[src/core/cbl_pkg.sv]
/*
 * Shared constants and types for the configuration loader and pin options.
 * Assumes a single 200 MHz core clock and a 16-bit nonvolatile store port.
 */
package cbl_pkg;

	// ****************************************************************
	// Timing.
	// ****************************************************************
	localparam int unsigned CLK_HZ         = 200_000_000; // Core clock.
	localparam int unsigned CLK_MHZ        = CLK_HZ / 1_000_000;
	localparam int unsigned WAKE_TIME_MS   = 20;          // Remote wake delay.
	localparam int unsigned LED_STRETCH_MS = 10;          // One-shot length.
	localparam int unsigned WAKE_CYCLES    = CLK_HZ / 1000 * WAKE_TIME_MS;
	localparam int unsigned LED_CYCLES     = CLK_HZ / 1000 * LED_STRETCH_MS;
	localparam int unsigned MAX_BAUD       = 3_000_000;   // Serial ceiling.
	localparam int unsigned MIN_BAUD_DIV   = (CLK_HZ + MAX_BAUD - 1) / MAX_BAUD;
	localparam int unsigned AUX_CLK_HZ     = 12_000_000;  // Clock output.
	// Phase step per core cycle; two steps of the modulus make one period.
	localparam logic [7:0]  CLK_PH_STEP    = 8'(2 * AUX_CLK_HZ / 1_000_000);
	localparam logic [7:0]  CLK_PH_MOD     = 8'(CLK_MHZ);

	// ****************************************************************
	// Nonvolatile store layout.
	// ****************************************************************
	localparam int unsigned NVM_AW      = 6;  // Word address width.
	localparam int unsigned NVM_DW      = 16; // Word width.
	localparam logic [5:0]  NVM_WORDS   = 6'h05;
	localparam logic [5:0]  NVM_W_PINS  = 6'h00; // Aux pins 0 to 3.
	localparam logic [5:0]  NVM_W_OPTS  = 6'h01; // Aux pin 4 and options.
	localparam logic [5:0]  NVM_W_POWER = 6'h02; // Power field.
	localparam logic [5:0]  NVM_W_VER   = 6'h03; // USB version.
	localparam logic [5:0]  NVM_W_SER   = 6'h04; // Serial number.
	localparam int unsigned OPT_INV_LSB = 4;
	localparam int unsigned OPT_PULLDN  = 12;
	localparam int unsigned OPT_RWAKE   = 13;
	localparam int unsigned OPT_EXTOSC  = 14;
	localparam int unsigned OPT_SERIAL  = 15;
	localparam int unsigned PWR_SELF    = 8;

	// ****************************************************************
	// Aux pin functions and serial line indices.
	// ****************************************************************
	typedef enum logic [3:0] {
		FN_TX_LED   = 4'h0,
		FN_RX_LED   = 4'h1,
		FN_ANY_LED  = 4'h2,
		FN_LINE_DRV = 4'h3,
		FN_PWR_EN   = 4'h4,
		FN_SLEEP    = 4'h5,
		FN_CLK12    = 4'h6
	} cbl_aux_fn_t;
	localparam int unsigned UL_TXD = 0;
	localparam int unsigned UL_RXD = 1;
	localparam int unsigned UL_RTS = 2;
	localparam int unsigned UL_CTS = 3;
	localparam int unsigned UL_DTR = 4;
	localparam int unsigned UL_DSR = 5;
	localparam int unsigned UL_CAR = 6;
	localparam int unsigned UL_RNG = 7;

	// One tri-state pin seen from inside.
	typedef struct packed {
		logic out;
		logic oe;
	} cbl_pin_t;

	// Loaded configuration image.
	typedef struct packed {
		logic [4:0][3:0] aux_fn;
		logic [7:0]      invert;
		logic            pulldown_en;
		logic            remote_wake_en;
		logic            ext_osc;
		logic            serial_en;
		logic [7:0]      max_power;    // In 2 mA units.
		logic            self_powered;
		logic [15:0]     usb_version;
		logic [15:0]     serial_num;
	} cbl_cfg_t;

	localparam cbl_cfg_t CFG_DEFAULT = '{
		aux_fn:         {FN_SLEEP, FN_PWR_EN, FN_LINE_DRV, FN_RX_LED, FN_TX_LED},
		invert:         8'h00,
		pulldown_en:    1'b0,
		remote_wake_en: 1'b1,
		ext_osc:        1'b0,
		serial_en:      1'b1,
		max_power:      8'h2d,
		self_powered:   1'b0,
		usb_version:    16'h0200,
		serial_num:     16'h0000
	};

endpackage : cbl_pkg

[src/core/cbl_config_loader.sv]
/*
 * Configuration loader and auxiliary pin / serial line option logic.
 * Assumes pin inputs are synchronous to core_clk and that the store
 * answers each held read request with a one-cycle valid.
 */
// Overview of operation
// - Reload stored configuration after any reset.
// - Every aux pin can drive an LED.
// - Activity LED goes tri-state to low.
// - One-shot stretches brief activity visibly.
// - Combined LED shows transmit or receive.
// - Clock option gives 12 MHz output.
// - Power enable low configured, high suspended.
// - Sleep output low only during suspend.
// - Optional pull-down of serial lines in suspend.
// - Ring input low wakes host after 20 ms.
// - Each serial line has own inversion.
// - Factory default aux pin assignment.
// - Internal oscillator default, external selectable.
// - No oscillator means device does not run.
// - Serial rate capped at 3 Mbaud.
// - Version reports USB 2.0, full speed.
// - Default 90 mA, bus powered.
// - Serial number stored, reporting enabled.
// - RTS and CTS give hardware flow control.
// - Line driver enable leads start by one bit.
`timescale 1ns/1ps
module cbl_config_loader #(
	parameter int unsigned WAKE_CYCLES = cbl_pkg::WAKE_CYCLES,
	parameter int unsigned LED_CYCLES  = cbl_pkg::LED_CYCLES,
	parameter int unsigned BAUD_W      = 16
) (
	input  wire logic                       core_clk,
	input  wire logic                       reset,
	input  wire logic                       usb_bus_reset,
	input  wire logic                       usb_configured,
	input  wire logic                       usb_suspend,
	input  wire logic                       ext_osc_present,
	output logic                            nvm_rd_req,
	output logic [cbl_pkg::NVM_AW-1:0]      nvm_rd_addr,
	input  wire logic                       nvm_rd_valid,
	input  wire logic [cbl_pkg::NVM_DW-1:0] nvm_rd_data,
	input  wire logic                       tx_data_moved,
	input  wire logic                       rx_data_moved,
	input  wire logic                       tx_char_start,
	input  wire logic                       tx_stop_bit,
	input  wire logic [15:0]                bit_cycles,
	output logic                            tx_start_go,
	input  wire logic [BAUD_W-1:0]          baud_div_req,
	output logic [BAUD_W-1:0]               baud_div,
	input  wire logic                       core_txd,
	input  wire logic                       core_rts_n,
	input  wire logic                       core_dtr_n,
	output logic                            core_rxd,
	output logic                            core_dsr_n,
	output logic                            core_carrier_n,
	output logic                            core_ring_n,
	output logic                            tx_allowed,
	output logic                            txd,
	output logic                            rts_n,
	output logic                            dtr_n,
	input  wire logic                       rxd,
	input  wire logic                       cts_n,
	input  wire logic                       dsr_n,
	input  wire logic                       carrier_detect_n,
	input  wire logic                       ring_indicator_n,
	output logic [4:0]                      aux_out,
	output logic [4:0]                      aux_oe,
	output logic                            uart_pulldown,
	output logic                            remote_wake,
	output logic                            osc_ext_select,
	output logic                            device_run,
	output logic                            cfg_loaded,
	output cbl_pkg::cbl_cfg_t               desc
);

	// ****************************************************************
	// Configuration load.
	// ****************************************************************
	typedef enum logic [1:0] {
		LD_IDLE = 2'b00,
		LD_READ = 2'b01,
		LD_DONE = 2'b10
	} cbl_ld_state_t;

	cbl_ld_state_t     ld_state;   // Loader state.
	cbl_pkg::cbl_cfg_t next_desc;  // Image with the current word merged.

	// Merge the arriving word into its fields of the image.
	always_comb begin
		next_desc = desc;
		case (nvm_rd_addr)
			cbl_pkg::NVM_W_PINS: begin
				next_desc.aux_fn[3:0] = nvm_rd_data;
			end
			cbl_pkg::NVM_W_OPTS: begin
				next_desc.aux_fn[4]       = nvm_rd_data[3:0];
				next_desc.invert          = nvm_rd_data[cbl_pkg::OPT_INV_LSB +: 8];
				next_desc.pulldown_en     = nvm_rd_data[cbl_pkg::OPT_PULLDN];
				next_desc.remote_wake_en  = nvm_rd_data[cbl_pkg::OPT_RWAKE];
				next_desc.ext_osc         = nvm_rd_data[cbl_pkg::OPT_EXTOSC];
				next_desc.serial_en       = nvm_rd_data[cbl_pkg::OPT_SERIAL];
			end
			cbl_pkg::NVM_W_POWER: begin
				next_desc.max_power    = nvm_rd_data[7:0];
				next_desc.self_powered = nvm_rd_data[cbl_pkg::PWR_SELF];
			end
			cbl_pkg::NVM_W_VER: begin
				next_desc.usb_version = nvm_rd_data;
			end
			cbl_pkg::NVM_W_SER: begin
				next_desc.serial_num = nvm_rd_data;
			end
			default: begin
				next_desc = desc;
			end
		endcase
	end

	// Walk the store word by word; a bus reset restarts the walk.
	// After reset, factory values stand in the image until the store overwrites them; a bus reset keeps the old image.
	always_ff @(posedge core_clk or posedge reset) begin
		if (reset) begin
			ld_state    <= LD_READ;
			nvm_rd_req  <= 1'b1;
			nvm_rd_addr <= cbl_pkg::NVM_W_PINS;
			cfg_loaded  <= 1'b0;
			desc        <= cbl_pkg::CFG_DEFAULT;
		end else if (usb_bus_reset) begin
			ld_state    <= LD_READ;
			nvm_rd_req  <= 1'b1;
			nvm_rd_addr <= cbl_pkg::NVM_W_PINS;
			cfg_loaded  <= 1'b0;
		end else begin
			case (ld_state)
				LD_READ: begin
					if (nvm_rd_valid) begin
						desc <= next_desc;
						if (nvm_rd_addr == cbl_pkg::NVM_WORDS - 6'h01) begin
							ld_state   <= LD_DONE;
							nvm_rd_req <= 1'b0;
							cfg_loaded <= 1'b1;
						end else begin
							nvm_rd_addr <= nvm_rd_addr + 6'h01;
						end
					end
				end
				LD_DONE: begin
					ld_state <= LD_DONE;
				end
				default: begin
					ld_state <= LD_IDLE;
				end
			endcase
		end
	end

	// ****************************************************************
	// Oscillator choice and serial rate ceiling.
	// ****************************************************************
	// Selecting the external source without one present stalls the part.
	wire osc_ok = !desc.ext_osc || ext_osc_present;
	wire [BAUD_W-1:0] min_div = BAUD_W'(cbl_pkg::MIN_BAUD_DIV);
	wire [BAUD_W-1:0] next_baud_div =
		(baud_div_req < min_div) ? min_div : baud_div_req;

	// Clock source follows the image only once it is loaded.
	always_ff @(posedge core_clk or posedge reset) begin
		if (reset) begin
			osc_ext_select <= 1'b0;
			device_run     <= 1'b0;
			baud_div       <= BAUD_W'(cbl_pkg::MIN_BAUD_DIV);
		end else begin
			osc_ext_select <= cfg_loaded && desc.ext_osc;
			device_run     <= cfg_loaded && osc_ok;
			baud_div       <= next_baud_div;
		end
	end

	// ****************************************************************
	// Activity one-shots.
	// ****************************************************************
	logic [31:0] tx_led_cnt;  // Transmit stretch remaining.
	logic [31:0] rx_led_cnt;  // Receive stretch remaining.
	logic [31:0] any_led_cnt; // Combined stretch remaining.
	wire         tx_busy  = tx_led_cnt != 32'h0;
	wire         rx_busy  = rx_led_cnt != 32'h0;
	wire         any_busy = any_led_cnt != 32'h0;
	wire [31:0]  led_load = 32'(LED_CYCLES);

	// Each transfer reloads the count, so a steady stream holds it on.
	always_ff @(posedge core_clk or posedge reset) begin
		if (reset) begin
			tx_led_cnt  <= 32'h0;
			rx_led_cnt  <= 32'h0;
			any_led_cnt <= 32'h0;
		end else begin
			tx_led_cnt  <= tx_data_moved ? led_load :
				(tx_busy ? tx_led_cnt - 32'h1 : 32'h0);
			rx_led_cnt  <= rx_data_moved ? led_load :
				(rx_busy ? rx_led_cnt - 32'h1 : 32'h0);
			any_led_cnt <= (tx_data_moved || rx_data_moved) ? led_load :
				(any_busy ? any_led_cnt - 32'h1 : 32'h0);
		end
	end

	// ****************************************************************
	// Line driver enable, power state, 12 MHz output.
	// ****************************************************************
	logic        line_drv;  // Transceiver enable level.
	logic        leading;   // In the one-bit lead before the start bit.
	logic [15:0] lead_cnt;  // Cycles of lead remaining.
	logic        pwr_n;     // Power enable level.
	logic        sleep_n;   // Suspend indicator level.
	logic        clk12;     // Divided clock.
	logic [7:0]  clk_ph;    // Fractional phase accumulator.
	wire  [7:0]  ph_sum = clk_ph + cbl_pkg::CLK_PH_STEP;
	wire         ph_wrap = ph_sum >= cbl_pkg::CLK_PH_MOD;

	// The lead is one bit period from the request; the start bit is only
	// released by tx_start_go, so the serialiser cannot outrun the driver.
	always_ff @(posedge core_clk or posedge reset) begin
		if (reset) begin
			line_drv    <= 1'b0;
			leading     <= 1'b0;
			lead_cnt    <= 16'h0;
			tx_start_go <= 1'b0;
		end else begin
			tx_start_go <= leading && lead_cnt <= 16'h1;
			if (tx_char_start && !line_drv) begin
				line_drv <= 1'b1;
				leading  <= 1'b1;
				lead_cnt <= bit_cycles;
			end else if (leading) begin
				leading  <= lead_cnt > 16'h1;
				lead_cnt <= lead_cnt - 16'h1;
			end else if (tx_stop_bit) begin
				line_drv <= 1'b0;
			end
		end
	end

	// The clock is 12 MHz on average; edges jitter by one core period
	// because 200 MHz is not a whole multiple of it.
	always_ff @(posedge core_clk or posedge reset) begin
		if (reset) begin
			clk_ph  <= 8'h00;
			clk12   <= 1'b0;
			pwr_n   <= 1'b1;
			sleep_n <= 1'b1;
		end else begin
			clk_ph  <= ph_wrap ? ph_sum - cbl_pkg::CLK_PH_MOD : ph_sum;
			clk12   <= clk12 ^ ph_wrap;
			pwr_n   <= usb_suspend || !usb_configured;
			sleep_n <= !usb_suspend;
		end
	end

	// ****************************************************************
	// Auxiliary pin drive.
	// ****************************************************************
	// Map one configured function to its pin drive.
	// Levels come in as arguments, not as module signals read from inside,
	// so that the continuous assignment calling this follows every change.
	function automatic cbl_pkg::cbl_pin_t aux_drive(
		input logic [3:0] fn,    // Configured function code.
		input logic       tx_b,  // Transmit stretch running.
		input logic       rx_b,  // Receive stretch running.
		input logic       any_b, // Combined stretch running.
		input logic       drv,   // Line driver enable level.
		input logic       pwr,   // Power enable level.
		input logic       slp,   // Suspend indicator level.
		input logic       clk    // Divided clock level.
	);
		cbl_pkg::cbl_pin_t p;
		p = '{out: 1'b0, oe: 1'b0};
		case (fn)
			cbl_pkg::FN_TX_LED:   p = '{out: 1'b0, oe: tx_b};
			cbl_pkg::FN_RX_LED:   p = '{out: 1'b0, oe: rx_b};
			cbl_pkg::FN_ANY_LED:  p = '{out: 1'b0, oe: any_b};
			cbl_pkg::FN_LINE_DRV: p = '{out: drv, oe: 1'b1};
			cbl_pkg::FN_PWR_EN:   p = '{out: pwr, oe: 1'b1};
			cbl_pkg::FN_SLEEP:    p = '{out: slp, oe: 1'b1};
			cbl_pkg::FN_CLK12:    p = '{out: clk, oe: 1'b1};
			default:              p = '{out: 1'b0, oe: 1'b0};
		endcase
		return p;
	endfunction : aux_drive

	cbl_pkg::cbl_pin_t [4:0] next_aux; // Drive wanted per pin.
	for (genvar i = 0; i < 5; i++) begin : g_aux
		assign next_aux[i] = aux_drive(desc.aux_fn[i], tx_busy, rx_busy,
			any_busy, line_drv, pwr_n, sleep_n, clk12);
	end

	// Pins float until the image is loaded and a clock source exists.
	always_ff @(posedge core_clk or posedge reset) begin
		if (reset) begin
			aux_out <= 5'h00;
			aux_oe  <= 5'h00;
		end else begin
			for (int i = 0; i < 5; i++) begin
				aux_out[i] <= next_aux[i].out;
				aux_oe[i]  <= next_aux[i].oe && cfg_loaded && osc_ok;
			end
		end
	end

	// ****************************************************************
	// Serial line inversion, flow control, suspend pull-down, wake.
	// ****************************************************************
	wire [7:0] inv = desc.invert;
	wire       pull = desc.pulldown_en && usb_suspend;
	wire       ring_low = (ring_indicator_n ^ inv[cbl_pkg::UL_RNG]) == 1'b0;
	logic        wake_pend; // Ring seen, delay running.
	logic [31:0] wake_cnt;  // Delay cycles elapsed.

	// Each line passes through its own inverter; pull-down wins in suspend.
	always_ff @(posedge core_clk or posedge reset) begin
		if (reset) begin
			txd            <= 1'b1;
			rts_n          <= 1'b1;
			dtr_n          <= 1'b1;
			core_rxd       <= 1'b1;
			core_dsr_n     <= 1'b1;
			core_carrier_n <= 1'b1;
			core_ring_n    <= 1'b1;
			tx_allowed     <= 1'b0;
			uart_pulldown  <= 1'b0;
		end else begin
			txd   <= !pull && (core_txd ^ inv[cbl_pkg::UL_TXD]);
			rts_n <= !pull && (core_rts_n ^ inv[cbl_pkg::UL_RTS]);
			dtr_n <= !pull && (core_dtr_n ^ inv[cbl_pkg::UL_DTR]);
			core_rxd       <= rxd ^ inv[cbl_pkg::UL_RXD];
			core_dsr_n     <= dsr_n ^ inv[cbl_pkg::UL_DSR];
			core_carrier_n <= carrier_detect_n ^ inv[cbl_pkg::UL_CAR];
			core_ring_n    <= !ring_low;
			tx_allowed     <= (cts_n ^ inv[cbl_pkg::UL_CTS]) == 1'b0;
			uart_pulldown  <= pull;
		end
	end

	// The delay restarts whenever suspend ends or the option is off.
	always_ff @(posedge core_clk or posedge reset) begin
		if (reset) begin
			wake_pend   <= 1'b0;
			wake_cnt    <= 32'h0;
			remote_wake <= 1'b0;
		end else if (!usb_suspend || !desc.remote_wake_en) begin
			wake_pend   <= 1'b0;
			wake_cnt    <= 32'h0;
			remote_wake <= 1'b0;
		end else begin
			remote_wake <= wake_pend && wake_cnt == 32'(WAKE_CYCLES) - 32'h1;
			if (wake_pend) begin
				wake_pend <= wake_cnt != 32'(WAKE_CYCLES) - 32'h1;
				wake_cnt  <= wake_cnt + 32'h1;
			end else if (ring_low) begin
				wake_pend <= 1'b1;
				wake_cnt  <= 32'h0;
			end
		end
	end
endmodule : cbl_config_loader

[config.mk]
export PLATFORM = sky130hd
export DESIGN_NAME = cbl_config_loader
export DESIGN_NICKNAME = d
export VERILOG_FILES = /design/src/core/cbl_pkg.sv /design/src/core/cbl_config_loader.sv
export SDC_FILE = /design/constraint.sdc
export NUM_CORES = 1
export LEC_CHECK = 0
export ABC_CLOCK_PERIOD_IN_PS = 18350
export BUFFER_PORTS_ARGS = -buffer_cell sky130_fd_sc_hd__buf_2
export CAP_MARGIN = 10
export CORE_MARGIN = 2
export CORE_UTILIZATION = 54
export CTS_CLUSTER_DIAMETER = 120
export CTS_CLUSTER_SIZE = 10
export DETAILED_ROUTE_END_ITERATION = 10
export GPL_TIMING_DRIVEN = 0
export PLACE_DENSITY_LB_ADDON = 0.15
export SLEW_MARGIN = 40
export SYNTH_ARGS = -nofsm -noshare
export SYNTH_HDL_FRONTEND = slang
export SYNTH_SLANG_ARGS = --single-unit
[constraint.sdc]
create_clock -name core_clk -period 18.35 [get_ports core_clk]
set_input_delay 1.835 -clock core_clk [delete_from_list [all_inputs] [get_ports core_clk]]
set_output_delay 1.835 -clock core_clk [all_outputs]
set_load 0.02 [all_outputs]
==> results of run 1 <==
## placed cells by master, fill, tap and decap left out, types with 27 or more instances in the layout
cell type / Yosys / final
clkbuf_16: 0 / 31
o21ai_0: 69 / 69
clkbuf_1: 42 / 64
nor2_1: 140 / 140
nor3_1: 47 / 46
xnor2_1: 77 / 77
dfstp_2: 27 / 27
xor2_1: 38 / 38
nor4_1: 45 / 45
mux2_2: 73 / 73
nand2_1: 84 / 84
dfrtp_1: 250 / 250
buf_2: 4 / 188
nand3_1: 39 / 39
## sequential cells by signal, indices dropped and copies added (netlist names), 8 cells and up
signal / count
wake_cnt: 32
any_led_cnt: 32
tx_led_cnt: 32
baud_div: 16
desc: 65
lead_cnt: 16
inv: 8
rx_led_cnt: 32
## cells in the mapped netlist, drive strengths merged, types with 3 or more instances
cell type  instances
a21o              20
a21oi             21
a22oi              4
a31oi             18
and2               7
and3              14
buf               10
clkbuf            42
dfrtp            250
dfstp             27
ha                17
inv               23
mux2              73
mux2i              7
nand2             84
nand2b             6
nand3             39
nand3b             6
nand4             21
nand4b             5
nor2             140
nor2b              9
nor3              47
nor3b              6
nor4              47
nor4b              4
o2111ai            3
o21ai             69
o221ai             3
o22ai              3
o31ai             15
o41ai              3
or2                6
or3               17
or4               14
xnor2             77
xor2              38
## layer usage
| layer | GRT usage [%] | up-vias | share of wire (%) |
|---|---|---|---|
| met5 | 0 | - | 0 |
| met4 | 7.25 | 0 | 2.6 |
| met3 | 4.65 | 48 | 5.2 |
| met2 | 39.9 | 238 | 47 |
| met1 | 34.1 | 4896 | 45 |
| li1 | - | 4777 | - |
## critical path, cell delays in order
cell	delay (ps)
buf_2	90
nand2_1	90
nor4b_1	520
nand2_1	550
clkbuf_2	450
mux2_2	360
## final cells by class
| type | count | area [um2] |
|---|---|---|
| buffer | 52 | 233 |
| clock buffer | 55 | 866 |
| clock inverter | 2 | 25.0 |
| fill | 1921 | 8230 |
| inverter | 23 | 93.8 |
| multi-input combinational | 865 | 5640 |
| sequential | 277 | 6970 |
| tap | 319 | 399 |
| timing repair buffer | 188 | 1010 |
## kinds of logic (layout without fill, tap and decap cells)
group | count (synthesis) | in the layout | share of synthesized area [%]
mux | 80 | 80 | 6.90
simple gates | 479 | 479 | 18.9
fa+ha+maj | 17 | 17 | 1.65
buf+inv | 75 | 320 | 2.45
xor+xnor | 115 | 115 | 7.80
compound gates | 174 | 174 | 8.42
flops | 277 | 277 | 53.9
## stage by stage
stage,std cells,hold slack (ps),utilization (%),area (um2)
floorplan,1217,441,-,12900
global placement,1720,437,60.7,14200
detailed placement,1724,454,61.1,14300
CTS,1781,464,64.9,15200
global route,1781,483,64.9,15200
finish,1781,465,64.9,15200
## power groups by stage
stage / Combinational [uW] / Clock (uW) / Sequential [uW]
finish: 417 / 556 / 818
global placement: 407 / 0 / 822
detailed placement: 418 / 0 / 825
floorplan: 205 / 0 / 884
global route: 456 / 593 / 834
CTS: 421 / 569 / 817
## path summary, 6_finish.rpt
path,to,slack [ps],cells past startpoint
max,inv[1]$_DFFE_PP0P_,14910,6
min,core_carrier_n$_DFF_PP1_,470,1
max reg2reg,any_led_cnt[16]$_DFF_PP0_,15540,6
min reg2reg,core_carrier_n$_DFF_PP1_,470,1
max in group asynchronous,core_dsr_n$_DFF_PP1_,15910,4
min in group asynchronous,desc[29]$_DFFE_PP0P_,1290,2
==> results.sh, run 1 <==
export IMPL_critPathLaunchType="primary input"
export IMPL_synth_area_leaders="dfrtp_1 48%, mux2_2 6.4%, dfstp_2 5.5%, xnor2_1 5.2%, nor2_1 4.1%"
export IMPL_max_freq_mhz=291
export IMPL_track_usage_pct=24.7
export IMPL_power_frac_clock_pct=31.0
export IMPL_fin_crit_ps=3440
export IMPL_die_x_um=159
export IMPL_power_frac_seq_pct=45.7
export IMPL_arrival_ps=3890
export IMPL_cts_max_path_buffers=3
export IMPL_finalMaxSlewViolations=0
export IMPL_final_nets=1522
export IMPL_tns_ps=0
export IMPL_synth_cell_types=59
export IMPL_ys_flop_type="dfrtp_1"
export IMPL_synth_edf_count=0
export IMPL_ctsResizeCount=0
export IMPL_min_from="inv[6]$_DFFE_PP0P_"
export IMPL_cts_clk_slew_worst_paths_ps=60
export IMPL_synth_nets=1301
export IMPL_period_share_pct=18.7
export IMPL_worst_pin_slew_ps=838
export IMPL_syn_area_um2=12900
export IMPL_drtAntennaViolNets=0
export IMPL_cp_startpoint="nvm_rd_valid"
export IMPL_post_cts_setup_buffers=0
export IMPL_grt_pass1_wl_um=49800
export IMPL_peakVddDrop_v=0.0000983
export IMPL_numClockSinks=277
export IMPL_intPower_uw=1200
export IMPL_fp_row_count=56
export IMPL_critPathRequiredTime_ps=18800
export IMPL_grt_pass1_vias=9818
export IMPL_pin_count=187
export IMPL_yosysSeqAreaShare_pct=53.9
export IMPL_power_leakage_uw=0.00686
export IMPL_pwr_share_comb_pct=23.3
export IMPL_worst_path_max_fanout=10
export IMPL_yosysWarnings=0
export IMPL_drive_gt1_share_pct=24.2
export IMPL_pre_cts_ws_ps=14320
export IMPL_worst_hold_path_type="flip-flop to flip-flop"
export IMPL_async_flop_share_pct=100
export IMPL_clockRootBuffer="clkbuf_16"
export IMPL_fin_skew_ps=13.7
export IMPL_clkLatencyLatePin_ps=570
export IMPL_core_area_um2=23500
export IMPL_netlist_area_leader_share_pct=48.4
export IMPL_cts_tree="yes"
export IMPL_pwr_density_cell_nw_per_um2=118
export IMPL_synth_avg_cell_area_um2=10.6
export IMPL_routed_wirelength_um=30800
export IMPL_synth_seq_cells=277
export IMPL_wl_per_cell_um=17.3
export IMPL_p_sw_uw=587
export IMPL_worstSetupPathType="primary input to flip-flop"
export IMPL_setup_viol=0
export IMPL_drt_initial_drc_count=799
export IMPL_antenna_found_initial=1
export IMPL_route_detailed_drc=0
export IMPL_grt_overflow_total=0
export IMPL_die_h_um=159
export IMPL_crit_path_end_kind="flip-flop"
export IMPL_total_power_uw=1790
export IMPL_viasPerCell=5.59
export IMPL_firstDrtPassIters=5
export IMPL_worst_slack_ps=14910
export IMPL_drv_cap=0
export IMPL_h_tree_depth=1
export IMPL_vias=9959
export IMPL_syn_instance_count=1217
export IMPL_cts_hold_buffers_added=0
export IMPL_status="finished clean"
export IMPL_max_slew_margin_rel_pct=43.7
export IMPL_rsz0062_at_grt="no"
export IMPL_die_area_um2=25200
export IMPL_gp_congestion=0.854
export IMPL_numCtsBuffers=31
export IMPL_dp_hpwl_um=21500
export IMPL_crit_reg2reg_launch="any_led_cnt[6]$_DFF_PP0_"
export IMPL_hold_viol=0
export IMPL_grt_start_max_net_pins=81
export IMPL_p_sw_share_pct=32.8
export IMPL_yosysTopAreaCell="dfrtp_1"
export IMPL_synthToLayoutAreaGrowth_pct=18.0
export IMPL_diodes=0
export IMPL_portBuffers=184
export IMPL_initial_core_util_pct=55.0
No activity file was read; power rests on OpenSTA's default activity.
==> run 2, diff against run 1 <==
--- a/config.mk
+++ b/config.mk
@@ -5,7 +5,7 @@
 export SDC_FILE = /design/constraint.sdc
 export NUM_CORES = 1
 export LEC_CHECK = 0
-export ABC_CLOCK_PERIOD_IN_PS = 18350
+export ABC_CLOCK_PERIOD_IN_PS = 3570
 export BUFFER_PORTS_ARGS = -buffer_cell sky130_fd_sc_hd__buf_2
 export CAP_MARGIN = 10
 export CORE_MARGIN = 2
==> constraint.sdc (replaced) <==
create_clock -name core_clk -period 3.57 [get_ports core_clk]
set_input_delay 0.357 -clock core_clk [delete_from_list [all_inputs] [get_ports core_clk]]
set_output_delay 0.357 -clock core_clk [all_outputs]
set_load 0.02 [all_outputs]
==> results.sh, run 2 (synthesis results as in run 1) <==
export IMPL_tns_ps=0
export IMPL_core_area_um2=23500
export IMPL_arrival_ps=3340
export IMPL_period_share_pct=81.2
export IMPL_critPathRequiredTime_ps=4010
export IMPL_power_frac_seq_pct=45.3
export IMPL_max_stage_delay_ps=600
export IMPL_cts_tree="yes"
export IMPL_worst_path_stages=6
export IMPL_finalMaxSlewViolations=0
export IMPL_drt_initial_drc_count=832
export IMPL_crit_top_cell="nand2_1"
export IMPL_track_usage_pct=26.0
export IMPL_mostFrequentLayoutCell="dfrtp_1"
export IMPL_peakVddDrop_v=0.000515
export IMPL_cts_max_path_buffers=3
export IMPL_clkLatencyLatePin_ps=560
export IMPL_fin_skew_ps=12.8
export IMPL_worst_hold_path_type="primary input to flip-flop"
export IMPL_status="finished clean"
export IMPL_portBuffers=184
export IMPL_final_nets=1555
export IMPL_worst_pin_slew_ps=863
export IMPL_n_fill_cell=1842
export IMPL_die_x_um=159
export IMPL_antenna_found_initial=1
export IMPL_viasPerCell=5.60
export IMPL_rsz0062_at_grt="no"
export IMPL_grt_pass1_wl_um=52200
export IMPL_hold_depth=3
export IMPL_top_register="desc"
export IMPL_crit_reg2reg_launch="ld_state[0]$_DFFE_PP1P_"
export IMPL_pin_count=187
export IMPL_post_cts_setup_buffers=0
export IMPL_die_area_um2=25200
export IMPL_hold_viol=0
export IMPL_h_tree_depth=1
export IMPL_power_leakage_uw=0.00705
export IMPL_fp_row_count=56
export IMPL_vias=10200
export IMPL_numCtsBuffers=31
export IMPL_pwr_share_comb_pct=23.7
export IMPL_routed_wirelength_um=32100
export IMPL_wl_per_cell_um=17.7
export IMPL_route_detailed_drc=0
export IMPL_max_slew_margin_rel_pct=42.5
export IMPL_gp_congestion=0.856
export IMPL_rr_worst_depth=6
export IMPL_power_frac_clock_pct=31.1
export IMPL_grt_pass1_vias=10200
export IMPL_synthToLayoutAreaGrowth_pct=21.5
export IMPL_fin_crit_ps=2900
export IMPL_firstDrtPassIters=5
export IMPL_drive_gt1_share_pct=24.3
export IMPL_largest_register_ffs=65
export IMPL_rrSetupSlack_ps=670
export IMPL_timing_rr_end="desc[72]$_DFFE_PP0P_"
export IMPL_initial_core_util_pct=55.0
export IMPL_cp_startpoint="ld_state[0]$_DFFE_PP1P_"
export IMPL_endpoint="desc[72]$_DFFE_PP0P_"
export IMPL_p_sw_share_pct=33.0
export IMPL_grt_overflow_total=0
export IMPL_drv_cap=0
export IMPL_dp_hpwl_um=22400
export IMPL_grt_start_max_net_pins=27
export IMPL_intPower_uw=6240
export IMPL_pwr_density_cell_nw_per_um2=593
export IMPL_drtAntennaViolNets=0
export IMPL_critPathTopFamily="simple AND/OR/NAND/NOR gates"
export IMPL_final_area_um2=15700
export IMPL_crit_path_end_kind="flip-flop"
export IMPL_cp_slowest_cell="nor4b_1"
export IMPL_crit_chain="ha_1, nand2_1, nor4b_1, nand2_1, clkbuf_1, mux2_2"
export IMPL_critPathLaunchType="flip-flop"
export IMPL_final_core_util_pct=66.9
export IMPL_numClockSinks=277
export IMPL_place_area_um2=14600
export IMPL_die_h_um=159
export IMPL_p_sw_uw=3070
export IMPL_cts_clk_slew_worst_paths_ps=60
export IMPL_clockRootBuffer="clkbuf_16"
export IMPL_setup_viol=0
export IMPL_worstSetupPathType="flip-flop to flip-flop"
export IMPL_worst_path_buf_inv=1
export IMPL_worst_path_max_fanout=10
export IMPL_max_freq_mhz=345
export IMPL_final_cell_mix="250 x dfrtp_1, 188 x buf_2, 140 x nor2_1"
==> run 2: cell types whose count changed in the layout (fill, tap and decap cells not counted), moves of 2 or more <==
cell	change
buf_12	+5
buf_16	+4
clkbuf_1	+3
clkbuf_2	-2
dlygate4sd3_1	+22
==> run 2: worst min path at each step <==
stage	endpoint	slack (ps)	from
after floorplan	sleep_n$_DFF_PP1_	390	usb_suspend
after global placement	ld_state[0]$_DFFE_PP1P_	450	ld_state[0]$_DFFE_PP1P_
after detailed placement	desc[26]$_DFFE_PP0P_	400	reset
after CTS	lead_cnt[2]$_DFFE_PP0P_	2	bit_cycles[2]
after global routing	dtr_n$_DFF_PP1_	10	core_dtr_n
final	lead_cnt[4]$_DFFE_PP0P_	10	bit_cycles[4]
==> run 2: timing repair <==
item                                   CTS  global route
hold buffers                            22             0
endpoints found under the hold margin   32             0
resized for setup                        0             0
setup endpoints to repair                0             0
==> run 2: cell type report <==
cell class              instances  area (um2)  area share, %
plain buffers                  52         230           1.47
multi-input cells             865        5650           36.0
diodes                          1        2.50         0.0159
clock buffers                  56         870           5.54
inverters                      23        90.1          0.574
well taps                     319         399           2.54
repair buffers                221        1470           9.35
clock inverters                 2        25.0          0.159
flip-flops and latches        277        6970           44.4
==> run 2: metal layers <==
layer  track usage (%)  wire, um
met4              8.41       726
met5                 0         0
met1              35.1     14000
met3              5.31      1910
met2              42.4     15500
==> run 2: metrics by stage <==
stage / power, uW / hold slack (ps) / instances / worst slack [ps]
final: 9300 / 13.0 / 1816 / 670
after global placement: 6320 / 454 / 1720 / -2060
after CTS: 9350 / 1.58 / 1814 / 705
after detailed placement: 6420 / 403 / 1734 / 728
after floorplan: 5600 / 394 / 1217 / -430
after global routing: 9760 / 9.97 / 1816 / 449
==> run 2: power by group through the flow <==
stage               Combinational, uW  Clock (uW)  Sequential, uW
floorplan                        1050           0            4550
global placement                 2090           0            4220
detailed placement               2180           0            4250
CTS                              2210        2930            4210
global route                     2400        3060            4290
finish                           2200        2890            4210
==> run 2: worst min-delay path: stages <==
cell and delay, ps:
buf_2 70, nand2_1 40, o21ai_0 60
